<file path="src/core/acic_regs.svh">
`ifndef ACIC_REGS_SVH
`define ACIC_REGS_SVH

// Register offsets on the four-bit word address.
`define ACIC_OFF_CFG        4'h8
`define ACIC_OFF_EN         4'h9
`define ACIC_OFF_STAT       4'hA
`define ACIC_OFF_FIFO       4'hC
`define ACIC_OFF_LIM        4'hD

// Configuration register bit positions.
`define ACIC_CFG_START      0
`define ACIC_CFG_RESET      1
`define ACIC_CFG_AZ         2
`define ACIC_CFG_STBY       4
`define ACIC_CFG_TAGMASK    5
`define ACIC_CFG_AZALL      6
`define ACIC_CFG_SYNCDIR    7
`define ACIC_CFG_SECT_LO    8
`define ACIC_CFG_TEST       10
`define ACIC_CFG_DIAG       11
`define ACIC_CFG_WMASK      16'h0FF9

// Instruction fields, section one and the limit sections.
`define ACIC_INS_PLUS_LO    2
`define ACIC_INS_MINUS_LO   5
`define ACIC_INS_SYNC       8
`define ACIC_INS_WATCH      11
`define ACIC_LIM_SIGN       8
`define ACIC_LIM_DIR        9

// Reset values and encodings.
`define ACIC_CFG_RST        16'h0000
`define ACIC_EN_RST         16'h0000
`define ACIC_DIAG_REF_SEL   3'h1
`define ACIC_FIFO_DEPTH     6'h20

// Timing.
`define ACIC_CLK_MHZ        100
`define ACIC_AZ_CYCLES      7'h4C
`define ACIC_RST_CYCLES     2'h2
`define ACIC_STBY_SETTLE_MS 10
`define ACIC_STBY_SETTLE_CYC (`ACIC_STBY_SETTLE_MS * 1000 * `ACIC_CLK_MHZ)

`endif

</file>
<file path="src/core/acic_pkg.sv">
`default_nettype none
package acic_pkg;
   typedef logic [15:0] acic_word_t;
   typedef enum logic [2:0] {
      ACIC_S_IDLE, ACIC_S_FETCH, ACIC_S_AZ, ACIC_S_SYNC,
      ACIC_S_CONV, ACIC_S_CMP1, ACIC_S_CMP2, ACIC_S_NEXT
   } acic_seq_e;
endpackage
`default_nettype wire

</file>
<file path="src/core/acic_irq_if.sv">
`default_nettype none
interface acic_irq_if;
   logic [7:0] set;
   logic       rd_clr;
   logic       clr_all;
   logic [7:0] en;
   logic [7:0] flags;
   logic       int_n;
   modport ctl (output set, output rd_clr, output clr_all, output en, input flags, input int_n);
   modport irq (input set, input rd_clr, input clr_all, input en, output flags, output int_n);
endinterface
`default_nettype wire

</file>
<file path="src/core/acic_irq.sv">
`default_nettype none
module acic_irq
   import acic_pkg::*;
(
   // Clock and reset.
   input  wire logic clock_i,
   input  wire logic resetn_i,
   // Flag control.
   acic_irq_if.irq   bus
);

   // Sticky flags: a new event in the clearing cycle survives the read.
   always_ff @(posedge clock_i) begin
      if (!resetn_i || bus.clr_all) begin
         bus.flags <= 8'h00;
      end else begin
         bus.flags <= (bus.rd_clr ? 8'h00 : bus.flags) | bus.set; // RL25
      end
   end

   // Pin is low while any enabled flag stands.
   always_ff @(posedge clock_i) begin
      if (!resetn_i) begin
         bus.int_n <= 1'b1;
      end else begin
         bus.int_n <= ~|(bus.flags & bus.en); // RL15 RL26
      end
   end

   AST_INT_PIN: assert property (@(posedge clock_i) disable iff (!resetn_i) // RL26
      ##1 (bus.int_n == ~|($past(bus.flags) & $past(bus.en))))
      else $error("interrupt pin does not follow enabled flags");
   AST_SET_WINS: assert property (@(posedge clock_i) disable iff (!resetn_i) // RL25
      (bus.set[0] && !bus.clr_all) |=> bus.flags[0])
      else $error("flag lost in clearing cycle");

endmodule // acic_irq
`default_nettype wire

</file>
<file path="src/core/acic_top.sv">
// How it works
// RL1: Standby gates clock, lowers analog power, keeps RAM; code holds the sequencer and FIFO in system reset instead of gating the clock.
// RL2: Leaving standby equals a system reset.
// RL3: Standby-completion interrupt after settling delay.
// RL4: Instruction RAM stays accessible during standby.
// RL5: Tag mask fills FIFO bits 13-15 with sign.
// RL6: Otherwise FIFO bits 13-15 carry instruction pointer.
// RL7: Optional auto-zero before every conversion or compare.
// RL8: Sync direction bit selects pin output or input.
// RL9: Rising sync edge starts the operation.
// RL10: Sync output high for whole operation.
// RL11: Section pointer selects instruction sixteen-bit third.
// RL12: Host keeps the test bit cleared.
// RL13: Diagnostic bit reroutes inputs, needs test clear.
// RL14: Diagnostic code 001 both selects reference pair.
// RL15: Eight equal sources, unmasked ones drive pin low.
// RL16: Host reads status after enable writes.
// RL17: Watch instruction compares sample twice, flags interrupt 0.
// RL18: Limit direction bit selects above or below.
// RL19: Limit status records limit and instruction.
// RL20: Interrupt 1 on instruction address match, pre-execution; code skips a match at address 0 on the first fetch after reset.
// RL21: Interrupt 2 when FIFO count equals threshold.
// RL22: Interrupt 3 when short auto-zero completes.
// RL23: Config bit 4 enters standby, clearing leaves.
// RL24: System reset stops, zeroes pointer, empties FIFO, flags.
// RL25: Status flags clear on read or reset.
// RL26: Pin low while any enabled flag set.
`include "acic_regs.svh"
`default_nettype none
module acic_top
   import acic_pkg::*;
#(
   parameter int unsigned STBY_SETTLE_CYC = `ACIC_STBY_SETTLE_CYC
)(
   // Clock and reset.
   input  wire logic        clock_i,
   input  wire logic        resetn_i,
   // Parallel register bus.
   input  wire logic [3:0]  addr_i,
   input  wire logic        wr_i,
   input  wire logic        rd_i,
   input  wire logic [15:0] wdata_i,
   output logic      [15:0] rdata_o,
   // Converter front end.
   output logic             adc_start_o,
   input  wire logic        adc_done_i,
   input  wire logic [12:0] adc_data_i,
   output logic      [2:0]  mux_plus_o,
   output logic      [2:0]  mux_minus_o,
   output logic             diag_o,
   output logic             ref_pair_o,
   output logic             az_active_o,
   output logic             standby_o,
   // Sync pin and other interrupt sources.
   input  wire logic        sync_i,
   output logic             sync_o,
   output logic             sync_oe_o,
   input  wire logic [2:0]  aux_event_i,
   output logic             int_n_o
);

   acic_irq_if  irq_bus ();
   acic_seq_e   state_reg;
   acic_word_t  cfg_reg;
   acic_word_t  en_reg;
   logic [47:0] ram [0:7];
   logic [15:0] fifo_mem [0:31];
   logic [4:0]  wr_ptr_reg, rd_ptr_reg;
   logic [5:0]  cnt_reg;
   logic [1:0]  rst_cnt_reg;
   logic [31:0] settle_reg;
   logic        settle_run_reg;
   logic [6:0]  az_cnt_reg;
   logic        az_req_reg, az_cmd_reg;
   logic [2:0]  ip_reg;
   logic        fetched_reg;
   logic [12:0] sample_reg;
   logic [15:0] lim_stat_reg;
   logic        push_reg;
   logic [15:0] push_data_reg;
   logic        int0_reg, int1_reg, int2_reg, int3_reg, int7_reg;
   logic        sync_q_reg;
   logic        sys_rst, wr_cfg, stby_exit, pop, sync_rise, is_ram;
   logic [47:0] ins;
   logic [1:0]  sect;

   // Returns true for a strobe addressed to one register.
   function automatic logic hit(input logic strobe, input logic [3:0] a, input logic [3:0] off);
      hit = strobe && (a == off);
   endfunction

   // Compares the sample against one limit section in its direction.
   function automatic logic lim_hit(input logic [12:0] s, input logic [15:0] l);
      logic signed [9:0] smp;
      logic signed [9:0] lim;
      smp = {s[12], s[12:4]};
      lim = l[`ACIC_LIM_SIGN] ? -$signed({2'b00, l[7:0]}) : $signed({2'b00, l[7:0]});
      lim_hit = l[`ACIC_LIM_DIR] ? (smp > lim) : (smp < lim); // RL18
   endfunction

   // Bus decode and the shared resets.
   assign is_ram    = !addr_i[3];
   assign sect      = cfg_reg[`ACIC_CFG_SECT_LO +: 2];
   assign wr_cfg    = hit(wr_i, addr_i, `ACIC_OFF_CFG);
   assign stby_exit = wr_cfg && cfg_reg[`ACIC_CFG_STBY] && !wdata_i[`ACIC_CFG_STBY];
   assign sys_rst   = (rst_cnt_reg != 2'h0) || cfg_reg[`ACIC_CFG_STBY]; // RL1 RL2
   assign pop       = hit(rd_i, addr_i, `ACIC_OFF_FIFO) && (cnt_reg != 6'h00);
   assign sync_rise = sync_i && !sync_q_reg;
   assign ins       = ram[ip_reg];

   // Interrupt flag block hookup.
   assign irq_bus.set     = {int7_reg, aux_event_i, int3_reg, int2_reg, int1_reg, int0_reg};
   assign irq_bus.rd_clr  = hit(rd_i, addr_i, `ACIC_OFF_STAT); // RL25
   assign irq_bus.clr_all = sys_rst; // RL24
   assign irq_bus.en      = en_reg[7:0];
   assign int_n_o         = irq_bus.int_n;

   acic_irq u_irq (
      .clock_i  (clock_i),
      .resetn_i (resetn_i),
      .bus      (irq_bus)
   );

   // Configuration and enable registers with the self-clearing reset bit.
   always_ff @(posedge clock_i) begin
      if (!resetn_i) begin
         cfg_reg     <= `ACIC_CFG_RST;
         en_reg      <= `ACIC_EN_RST;
         rst_cnt_reg <= 2'h0;
      end else begin
         if (wr_cfg) begin
            cfg_reg <= wdata_i & `ACIC_CFG_WMASK; // RL23 RL11
         end else if (sys_rst) begin
            cfg_reg[`ACIC_CFG_START] <= 1'b0; // RL24
         end
         if (hit(wr_i, addr_i, `ACIC_OFF_EN)) begin
            en_reg <= wdata_i;
         end
         if ((wr_cfg && wdata_i[`ACIC_CFG_RESET]) || stby_exit) begin
            rst_cnt_reg <= `ACIC_RST_CYCLES; // RL2
         end else if (rst_cnt_reg != 2'h0) begin
            rst_cnt_reg <= rst_cnt_reg - 2'h1;
         end
      end
   end

   // Instruction RAM, one section per access, kept through standby.
   always_ff @(posedge clock_i) begin
      if (wr_i && is_ram && sect != 2'b11) begin
         ram[addr_i[2:0]][sect*16 +: 16] <= wdata_i; // RL4 RL11
      end
   end

   // Settling delay after standby exit, then the completion flag.
   always_ff @(posedge clock_i) begin
      if (!resetn_i) begin
         settle_reg     <= 32'h0000_0000;
         settle_run_reg <= 1'b0;
         int7_reg       <= 1'b0;
      end else begin
         int7_reg <= 1'b0;
         if (stby_exit) begin
            settle_reg     <= STBY_SETTLE_CYC - 1;
            settle_run_reg <= 1'b1;
         end else if (settle_run_reg) begin
            if (settle_reg == 32'h0000_0000) begin
               settle_run_reg <= 1'b0;
               int7_reg       <= 1'b1; // RL3
            end else begin
               settle_reg <= settle_reg - 32'h0000_0001;
            end
         end
      end
   end

   // Conversion FIFO with the count-threshold event.
   always_ff @(posedge clock_i) begin
      if (!resetn_i || sys_rst) begin
         wr_ptr_reg <= 5'h00;
         rd_ptr_reg <= 5'h00;
         cnt_reg    <= 6'h00; // RL24
         int2_reg   <= 1'b0;
      end else begin
         int2_reg <= 1'b0;
         if (push_reg && cnt_reg != `ACIC_FIFO_DEPTH) begin
            fifo_mem[wr_ptr_reg] <= push_data_reg;
            wr_ptr_reg           <= wr_ptr_reg + 5'h01;
            if (cnt_reg + 6'h01 - {5'h00, pop} == {1'b0, en_reg[15:11]}) begin
               int2_reg <= (en_reg[15:11] != 5'h00); // RL21
            end
         end
         if (pop) begin
            rd_ptr_reg <= rd_ptr_reg + 5'h01;
         end
         cnt_reg <= cnt_reg + {5'h00, push_reg && cnt_reg != `ACIC_FIFO_DEPTH} - {5'h00, pop};
      end
   end

   // Sync pin sampling and direction.
   always_ff @(posedge clock_i) begin
      if (!resetn_i) begin
         sync_q_reg <= 1'b0;
         sync_oe_o  <= 1'b0;
         standby_o  <= 1'b0;
         diag_o     <= 1'b0;
      end else begin
         sync_q_reg <= sync_i;
         sync_oe_o  <= cfg_reg[`ACIC_CFG_SYNCDIR]; // RL8
         standby_o  <= cfg_reg[`ACIC_CFG_STBY]; // RL1
         diag_o     <= cfg_reg[`ACIC_CFG_DIAG] && !cfg_reg[`ACIC_CFG_TEST]; // RL13
      end
   end

   // Instruction sequencer, halted and cleared by the system reset.
   always_ff @(posedge clock_i) begin
      if (!resetn_i || sys_rst) begin
         state_reg     <= ACIC_S_IDLE;
         ip_reg        <= 3'h0; // RL24
         fetched_reg   <= 1'b0;
         az_req_reg    <= 1'b0;
         az_cmd_reg    <= 1'b0;
         az_cnt_reg    <= 7'h00;
         az_active_o   <= 1'b0;
         sample_reg    <= 13'h0000;
         lim_stat_reg  <= 16'h0000;
         push_reg      <= 1'b0;
         push_data_reg <= 16'h0000;
         adc_start_o   <= 1'b0;
         sync_o        <= 1'b0;
         mux_plus_o    <= 3'h0;
         mux_minus_o   <= 3'h0;
         ref_pair_o    <= 1'b0;
         int0_reg      <= 1'b0;
         int1_reg      <= 1'b0;
         int3_reg      <= 1'b0;
      end else begin
         adc_start_o <= 1'b0;
         push_reg    <= 1'b0;
         int0_reg    <= 1'b0;
         int1_reg    <= 1'b0;
         int3_reg    <= 1'b0;
         if (wr_cfg && wdata_i[`ACIC_CFG_AZ]) begin
            az_req_reg <= 1'b1;
         end
         if (hit(rd_i, addr_i, `ACIC_OFF_LIM)) begin
            lim_stat_reg <= 16'h0000;
         end
         case (state_reg)
            ACIC_S_IDLE: begin
               if (az_req_reg) begin
                  az_cmd_reg  <= 1'b1;
                  az_cnt_reg  <= `ACIC_AZ_CYCLES - 7'h01;
                  az_active_o <= 1'b1;
                  state_reg   <= ACIC_S_AZ;
               end else if (cfg_reg[`ACIC_CFG_START]) begin
                  state_reg <= ACIC_S_FETCH;
               end
            end
            ACIC_S_FETCH: begin
               fetched_reg <= 1'b1;
               int1_reg    <= (ip_reg == en_reg[10:8]) && (fetched_reg || ip_reg != 3'h0); // RL20
               mux_plus_o  <= ins[`ACIC_INS_PLUS_LO +: 3];
               mux_minus_o <= ins[`ACIC_INS_MINUS_LO +: 3];
               ref_pair_o  <= diag_o && ins[`ACIC_INS_PLUS_LO +: 3] == `ACIC_DIAG_REF_SEL
                              && ins[`ACIC_INS_MINUS_LO +: 3] == `ACIC_DIAG_REF_SEL; // RL14
               if (cfg_reg[`ACIC_CFG_AZALL]) begin
                  az_cmd_reg  <= 1'b0;
                  az_cnt_reg  <= `ACIC_AZ_CYCLES - 7'h01;
                  az_active_o <= 1'b1;
                  state_reg   <= ACIC_S_AZ; // RL7
               end else begin
                  state_reg <= ACIC_S_SYNC;
               end
            end
            ACIC_S_AZ: begin
               if (az_cnt_reg == 7'h00) begin
                  az_active_o <= 1'b0;
                  if (az_cmd_reg) begin
                     az_req_reg <= 1'b0;
                     int3_reg   <= 1'b1; // RL22
                     state_reg  <= ACIC_S_IDLE;
                  end else begin
                     state_reg <= ACIC_S_SYNC;
                  end
               end else begin
                  az_cnt_reg <= az_cnt_reg - 7'h01;
               end
            end
            ACIC_S_SYNC: begin
               if (!ins[`ACIC_INS_SYNC] || cfg_reg[`ACIC_CFG_SYNCDIR] || sync_rise) begin // RL9
                  adc_start_o <= 1'b1;
                  sync_o      <= cfg_reg[`ACIC_CFG_SYNCDIR]; // RL10
                  state_reg   <= ACIC_S_CONV;
               end
            end
            ACIC_S_CONV: begin
               if (adc_done_i) begin
                  sample_reg <= adc_data_i;
                  if (ins[`ACIC_INS_WATCH]) begin
                     state_reg <= ACIC_S_CMP1; // RL17
                  end else begin
                     push_reg      <= 1'b1;
                     push_data_reg <= {cfg_reg[`ACIC_CFG_TAGMASK] ? {3{adc_data_i[12]}} : ip_reg,
                                       adc_data_i}; // RL5 RL6
                     state_reg     <= ACIC_S_NEXT;
                  end
               end
            end
            ACIC_S_CMP1: begin
               if (lim_hit(sample_reg, ins[31:16])) begin
                  lim_stat_reg[ip_reg] <= 1'b1; // RL19
                  int0_reg             <= 1'b1; // RL17
               end
               state_reg <= ACIC_S_CMP2;
            end
            ACIC_S_CMP2: begin
               if (lim_hit(sample_reg, ins[47:32])) begin
                  lim_stat_reg[{1'b1, ip_reg}] <= 1'b1; // RL19
                  int0_reg                     <= 1'b1; // RL17
               end
               state_reg <= ACIC_S_NEXT;
            end
            ACIC_S_NEXT: begin
               sync_o    <= 1'b0; // RL10
               ip_reg    <= ip_reg + 3'h1;
               state_reg <= ACIC_S_IDLE;
            end
            default: begin
               state_reg <= ACIC_S_IDLE;
            end
         endcase
      end
   end

   // Registered read data.
   always_ff @(posedge clock_i) begin
      if (!resetn_i) begin
         rdata_o <= 16'h0000;
      end else if (rd_i) begin
         if (is_ram) begin
            rdata_o <= (sect == 2'b11) ? 16'h0000 : ram[addr_i[2:0]][sect*16 +: 16];
         end else begin
            case (addr_i)
               `ACIC_OFF_CFG:  rdata_o <= {cfg_reg[15:3], az_req_reg, sys_rst,
                                           state_reg != ACIC_S_IDLE || cfg_reg[0]};
               `ACIC_OFF_EN:   rdata_o <= en_reg;
               `ACIC_OFF_STAT: rdata_o <= {cnt_reg[4:0], ip_reg, irq_bus.flags};
               `ACIC_OFF_FIFO: rdata_o <= fifo_mem[rd_ptr_reg];
               `ACIC_OFF_LIM:  rdata_o <= lim_stat_reg;
               default:        rdata_o <= 16'h0000;
            endcase
         end
      end
   end

   AST_STBY_RESET: assert property (@(posedge clock_i) disable iff (!resetn_i) // RL1
      standby_o |-> (state_reg == ACIC_S_IDLE && cnt_reg == 6'h00))
      else $error("logic active during standby");
   AST_EXIT_RESET: assert property (@(posedge clock_i) disable iff (!resetn_i) // RL2
      stby_exit |=> sys_rst [*2] ##1 !sys_rst)
      else $error("standby exit without two-cycle reset");
   AST_TAG_SIGN: assert property (@(posedge clock_i) disable iff (!resetn_i) // RL5
      (push_reg && cfg_reg[`ACIC_CFG_TAGMASK]) |-> (push_data_reg[15:13] == {3{push_data_reg[12]}}))
      else $error("masked tag not sign filled");
   AST_SYNC_DIR: assert property (@(posedge clock_i) disable iff (!resetn_i) // RL8
      ##1 (sync_oe_o == $past(cfg_reg[`ACIC_CFG_SYNCDIR])))
      else $error("sync enable mismatch");
   AST_SYNC_HOLD: assert property (@(posedge clock_i) disable iff (!resetn_i || sys_rst) // RL10
      (state_reg == ACIC_S_CONV && cfg_reg[`ACIC_CFG_SYNCDIR]) |-> sync_o)
      else $error("sync output dropped during operation");
   AST_AZ_LEN: assert property (@(posedge clock_i) disable iff (!resetn_i || sys_rst) // RL22
      $rose(az_active_o) && az_cmd_reg |-> ##75 az_active_o ##1 (int3_reg && !az_active_o))
      else $error("short auto-zero length wrong");
   AST_IP_MATCH: assert property (@(posedge clock_i) disable iff (!resetn_i || sys_rst) // RL20
      int1_reg |-> ($past(ip_reg) == en_reg[10:8] && state_reg != ACIC_S_FETCH))
      else $error("instruction interrupt at wrong address");
   AST_RESET_CLR: assert property (@(posedge clock_i) disable iff (!resetn_i) // RL24
      sys_rst |=> (ip_reg == 3'h0 && irq_bus.flags == 8'h00 && cnt_reg == 6'h00))
      else $error("system reset incomplete");

   COV_WATCH: cover property (@(posedge clock_i) disable iff (!resetn_i) int0_reg);
   COV_FIFO_THR: cover property (@(posedge clock_i) disable iff (!resetn_i) int2_reg);
   COV_STBY_DONE: cover property (@(posedge clock_i) disable iff (!resetn_i) int7_reg);
   COV_SYNC_START: cover property (@(posedge clock_i) disable iff (!resetn_i)
      state_reg == ACIC_S_SYNC && sync_rise);

endmodule // acic_top
`default_nettype wire

</file>
<file path="config.mk">
export PLATFORM = sky130hd
export DESIGN_NAME = acic_top
export DESIGN_NICKNAME = d
export VERILOG_FILES = /design/src/core/acic_pkg.sv /design/src/core/acic_irq_if.sv /design/src/core/acic_irq.sv /design/src/core/acic_top.sv
export VERILOG_INCLUDE_DIRS = /design/src /design/src/core
export SDC_FILE = /design/constraint.sdc
export NUM_CORES = 1
export LEC_CHECK = 0
export BUFFER_PORTS_ARGS = -buffer_cell sky130_fd_sc_hd__buf_2
export CAP_MARGIN = 20
export CORE_MARGIN = 1
export CORE_UTILIZATION = 50
export CTS_BUF_LIST = sky130_fd_sc_hd__clkbuf_8
export DETAILED_ROUTE_END_ITERATION = 8
export HOLD_SLACK_MARGIN = 0.05
export PLACE_DENSITY = 0.69
export SYNTH_ARGS = -nofsm -noshare
export SYNTH_HDL_FRONTEND = slang
export SYNTH_SLANG_ARGS = --single-unit
</file>
<file path="constraint.sdc">
create_clock -name clock_i -period 4.2 [get_ports clock_i]
set_input_delay 0.63 -clock clock_i [delete_from_list [all_inputs] [get_ports clock_i]]
set_output_delay 0.63 -clock clock_i [all_outputs]
set_load 0.01 [all_outputs]
</file>
# Yosys cells after proc, flatten, opt, wreduce, memory -nomap -nowiden
# Memories as Yosys holds them, arrays and structs flattened. A register that Yosys moved wholly into a read port is not among the register bits.
# Index checks and enable logic that the tools add are counted.
[word_totals]
ff_bits = 183
mem_bits_rw = 896
inputBits = 42
output_inout_bits = 30
memories = 2
[classes]
addsub = 13
order_cmp = 8
eq_ne = 27
n_shift = 3
muxes = 69
bitwise = 16
reduce_logical = 66
[memory_table]
columns = ["memory", "words", "word_bits", "read_ports", "rd_ports_with_merged_regs", "write_ports", "line_no", "text"]
rows = [
  ["fifo_mem", 32, 16, 1, 1, 1, "acic_top.sv:67", "logic [15:0] fifo_mem [0:31];"],
  ["ram", 8, 48, 2, 1, 1, "acic_top.sv:66", "logic [47:0] ram [0:7];"],
]
[op_table]
columns = ["op", "n"]
rows = [
  ["$mux 16", 6],
  ["$pmux 16 s5", 1],
  ["$mux 20", 3],
  ["$mux 48", 1],
  ["$shift 16x34->48 const A", 1],
  ["$shiftx 16x34->48", 1],
  ["$shiftx 48x7->16", 1],
  ["$neg 6->34", 1],
  ["$logic_not 32->1", 1],
  ["$pmux 16 s2", 1],
  ["$sub 32x1->32 const B", 1],
  ["$mux 1", 29],
  ["$mux 3", 8],
  ["$pmux 3 s8", 1],
  ["$mux 7", 3],
  ["$pmux 7 s3", 1],
  ["$eq 4x4->1 const B", 5],
  ["$gt 9x10->1", 2],
  ["$logic_and 1x1->1", 20],
  ["$lt 9x10->1", 2],
  ["$mux 10", 2],
  ["$neg 8->10", 2],
  ["$ne 2x2->1 const B", 8],
  ["$or 16x16->16", 1],
  ["other kinds (43)", 100],
]

# Depth between registers and ports, before layout
[logic_depth]
depth_word = 7
depth_mapped = 18
mapped_depth_nobuf = 17

# Cells and area by module
# A second synthesis with hierarchy kept.
[unflattened]
hier_cells = 2767
area_unflattened_um2 = 45703.8
[modules_own_cells]
columns = ["mod", "instances", "cells_each", "area_per_inst_um2", "seq_area_each_um2"]
rows = [
  ["acic_top", 1, 2727, 45342.2, 30469.2],
  ["acic_irq", 1, 40, 361.6, 180.2],
]

# Worst setup path before layout
# No wires, ideal clock.
[synth_timing]
path_type = "flip-flop to flip-flop"
from = "reg (tool-made name)"
to = "reg lim_stat_reg[7]"
setup_time_ps = 137
arrival_ps = 3951
required_time_ps = 4063
path_slack_ps = 112
stages_incl_launch_ff = 15
path_buffers = 3
synth_period_minus_slack_ps = 4088
cell_sequence = "dfxtp_1 clkbuf_1 buf_2 mux4_2 mux2i_1 clkbuf_1 a21oi_1 xor2_1 ha_1 or4b_2 a21oi_1 o221ai_1 nand2_1 mux2i_1 o21ai_0"
[synth_lines]
columns = ["element", "line_no", "text"]
rows = [
  ["end signal: assignment", "acic_top.sv:225", "lim_stat_reg <= 16'h0000;"],
  ["end signal: assignment", "acic_top.sv:246", "lim_stat_reg <= 16'h0000;"],
  ["end signal: indexed assignment", "acic_top.sv:311", "lim_stat_reg[ip_reg] <= 1'b1;"],
  ["end: declaration", "acic_top.sv:78", "logic [15:0] lim_stat_reg;"],
]

==> results.md <==
- Area leader, netlist: edfxtp_1
- DRT iter0 DRCs: about 3200
- CP max FO: 13
- Critical path cell sequence: buf_4, buf_4, mux4_2, mux2i_1, and2_1, nor2b_1, a21oi_1, xor2_1, ha_1, and3_1, nand3_1, o21bai_1, a31oi_1, mux2i_1, buf_4, o21ai_0
- Clock skew: roughly 42 ps
- Worst Tran Pin Value: approximately 1000 ps
- Count leader, synth: edfxtp_1
- Register Area: between 30000 and 40000 sq um
- FP Rows: 110
- Fin crit period: 3920 ps
- Hold path depth: 3
- Number of max-cap violations: 0
- Vias per cell: approximately 6.2
- Area growth syn-to-layout: 13.43%
- Setup WS pre-CTS: 182.6 ps
- TritonCTS clock tree: done
- Die height: around 300 um
- Via count: approximately 27000
- Final Hold Viols: 0
- Syn_area_per_cell: 16.34 sq um
- Fraction of layout cells with a size suffix above 1: 24.33%
- Hold Path Class: in -> reg
- DRC: 0
- Antenna violations before repair: 11
- Grt total ovfl: 0
- Synth top area share: between 50% and 60%
- 1st-pass router iterations: 6
- Post-route setup TNS: 0 ps
- Combinational share of power: between 4 and 5%
- Switching pwr: between 4 and 5 mW
- Leak: roughly 17 nW
- First-pass GRT wire length: between 150000 and 200000 um
- Clock Path Buffers: 3
- # placed instances: around 4000
- Netlist cell types: 78
- CTS Sinks: around 1100
- Detailed placement HPWL: ~80000 um
- EDFF count, synth: between 800 and 900
- Final wirelength: between 100000 and 150000 um
- Vias in the first global route: 26750
- Starting Density: about half
- Ys Warns: 0
- Chip width: just over 300 um
- Final setup vio count: 0
- Final hold slack: 165.5 ps
- Most frequent cell on the critical path: buf_4
- Mapped Area: around 45000 sq um
- RePlAce Congestion: a little under 1
- RSZ-0062 raised after global routing: no
- Critical path capture point type: flip-flop
- Footprint of the multi-input gates: approximately 14000 sq um
- Dpl cell area: between 40000 and 50000 sq um
- Post-synth top cells: edfxtp_1, mux4_2, nor2_1, dfxtp_1, nand2_1
- PortBufs: ~70
- Final Cell Area: just over 50000 sq um
- Antenna-violating nets left: 0
- Core area: about 90000 sq um
- Core Util, Final: a little under three fifths
- Register bit total from synthesis: 1083
- Sequential Power Share: approximately 55%
- Die ar.: roughly 92000 sq um
- Crit path required time: approximately 4900 ps
- Largest net degree at the start of global routing: 76
- Syn_nets: 2877
- Reg2Reg Depth: 16
- Worst ir drop on vdd: ~0.32 mV
- Sw Ratio: 23.33%
- Fin crit share: 93.33%
- CTS H-tree depth: 4
- Sequential fraction of the synthesis area: about two thirds
- Fin. max-slew vios: 0
- Final non-filler cell total: 4357
- Ys async rst share: 0%
- Int Pwr: ~16 mW
- Nets: 3131
- Worst setup margin: roughly 280 ps
- Post-Syn Instances: approximately 2800
- Crit path kind: reg -> reg
- Status: completed
- Worst-skew pair later-pin latency: 850 ps
- WP data arrival: ~4600 ps
- IO Pins: a little over 70
- Pwr/cell area: just over 400 nW/um^2
- FILL cells: 6891
- Fmax: approximately 260 MHz
- Tot Pwr: between 20 and 25 mW
- Clk network pwr share: 40.5%
- Synth top area cells: edfxtp_1, mux4_2, dfxtp_1
- Primary FF master, synth: edfxtp_1
- CP Launch Type: flip-flop
- Gr usage total: about a quarter
- Root buffer cell: clkbuf_8
- Average wire per standard cell: 27.96 um
- Total CTS buffers: approximately 180
- Max reg flops: ~510
- Max incr delay on CP: 570 ps
- Slew HR: a little under a third
- Clock transition at the registers of the reported paths: 60 ps
- CP max-delay cell: dfxtp_2
-- final timing paths --
check                               startpoint            endpoint  slack (ps)
worst min register to register     cfg_reg[11]              diag_o         440
worst min-delay path            aux_event_i[1]  u_irq.bus.flags[5]         170
worst max register to register       flip-flop    lim_stat_reg[13]         280
worst max-delay path                 flip-flop    lim_stat_reg[13]         280
-- kinds of logic (layout without fill, tap and decap cells) --
family	after synthesis	count (layout)	synth area share (%)
DFF	1083	1083	67.40
and+or+nand+nor	642	642	6.995
muxes	409	409	16.20
AOI/OAI and AO/OA	335	335	4.961
buffers and inverters	196	590	1.720
xor gates and xnor gates	66	66	1.271
adders and majority gates	52	52	1.447
other	0	4	0
-- metal layers --
layer | vias to the layer above | global-route usage (%) | routed length [um]
li1 | 11520 | - | -
met1 | 13830 | 36.05 | 47570
met2 | 1382 | 41.00 | 57100
met3 | 226 | 7.175 | 12410
met4 | 8 | 11.36 | 4711
met5 | - | 0 | 50
-- cell usage in the layout (no fill, tap or decap), types with 35 or more instances in the layout --
cell,count
a21oi_1,74
a22oi_1,45
and2_1,60
buf_2,69
buf_4,133
clkbuf_8,194
dfxtp_1,180
edfxtp_1,896
ha_1,51
inv_1,100
mux2i_1,133
mux4_2,260
nand2_1,184
nand3_1,37
nor2_1,190
nor3_1,35
o21ai_0,56
xnor2_1,45
-- critical path: cells and delay by family (launching register included) --
family	cells	cell delay, ps
buf+inv	3	720
mux	3	810
xor+xnor	1	160
compound gates	4	550
simple gates	4	690
flops	1	570
fa+ha+maj	1	320
-- power groups by stage --
stage / logic, mW / clock network (mW) / registers [mW]
after floorplan: 0.646 / 0 / 11.9
after global routing: 1.11 / 9.26 / 11.7
after detailed placement: 1.00 / 0 / 11.9
after global placement: 0.978 / 0 / 11.9
final: 1.02 / 8.65 / 11.7
after CTS: 1.02 / 8.80 / 11.7
-- what timing repair did --
| action | 4_1_cts | 5_1_grt |
|---|---|---|
| hold buffers | 16 | 0 |
| endpoints found under the hold margin | 24 | 0 |
| setup buffers | 0 | 1 |
| resized for setup | 0 | 0 |
| endpoints found under the setup margin | 0 | 12 |
-- cell type report --
type / count / area share, %
repair buffers: 235 / 3.595
inverters: 37 / 0.2693
well taps: 1176 / 2.853
clock buffers: 194 / 5.177
multi-input cells: 1504 / 27.32
clock inverters: 124 / 1.303
diodes: 4 / 0.01941
flip-flops and latches: 1083 / 59.46
No activity file was read; power rests on OpenSTA's default activity.
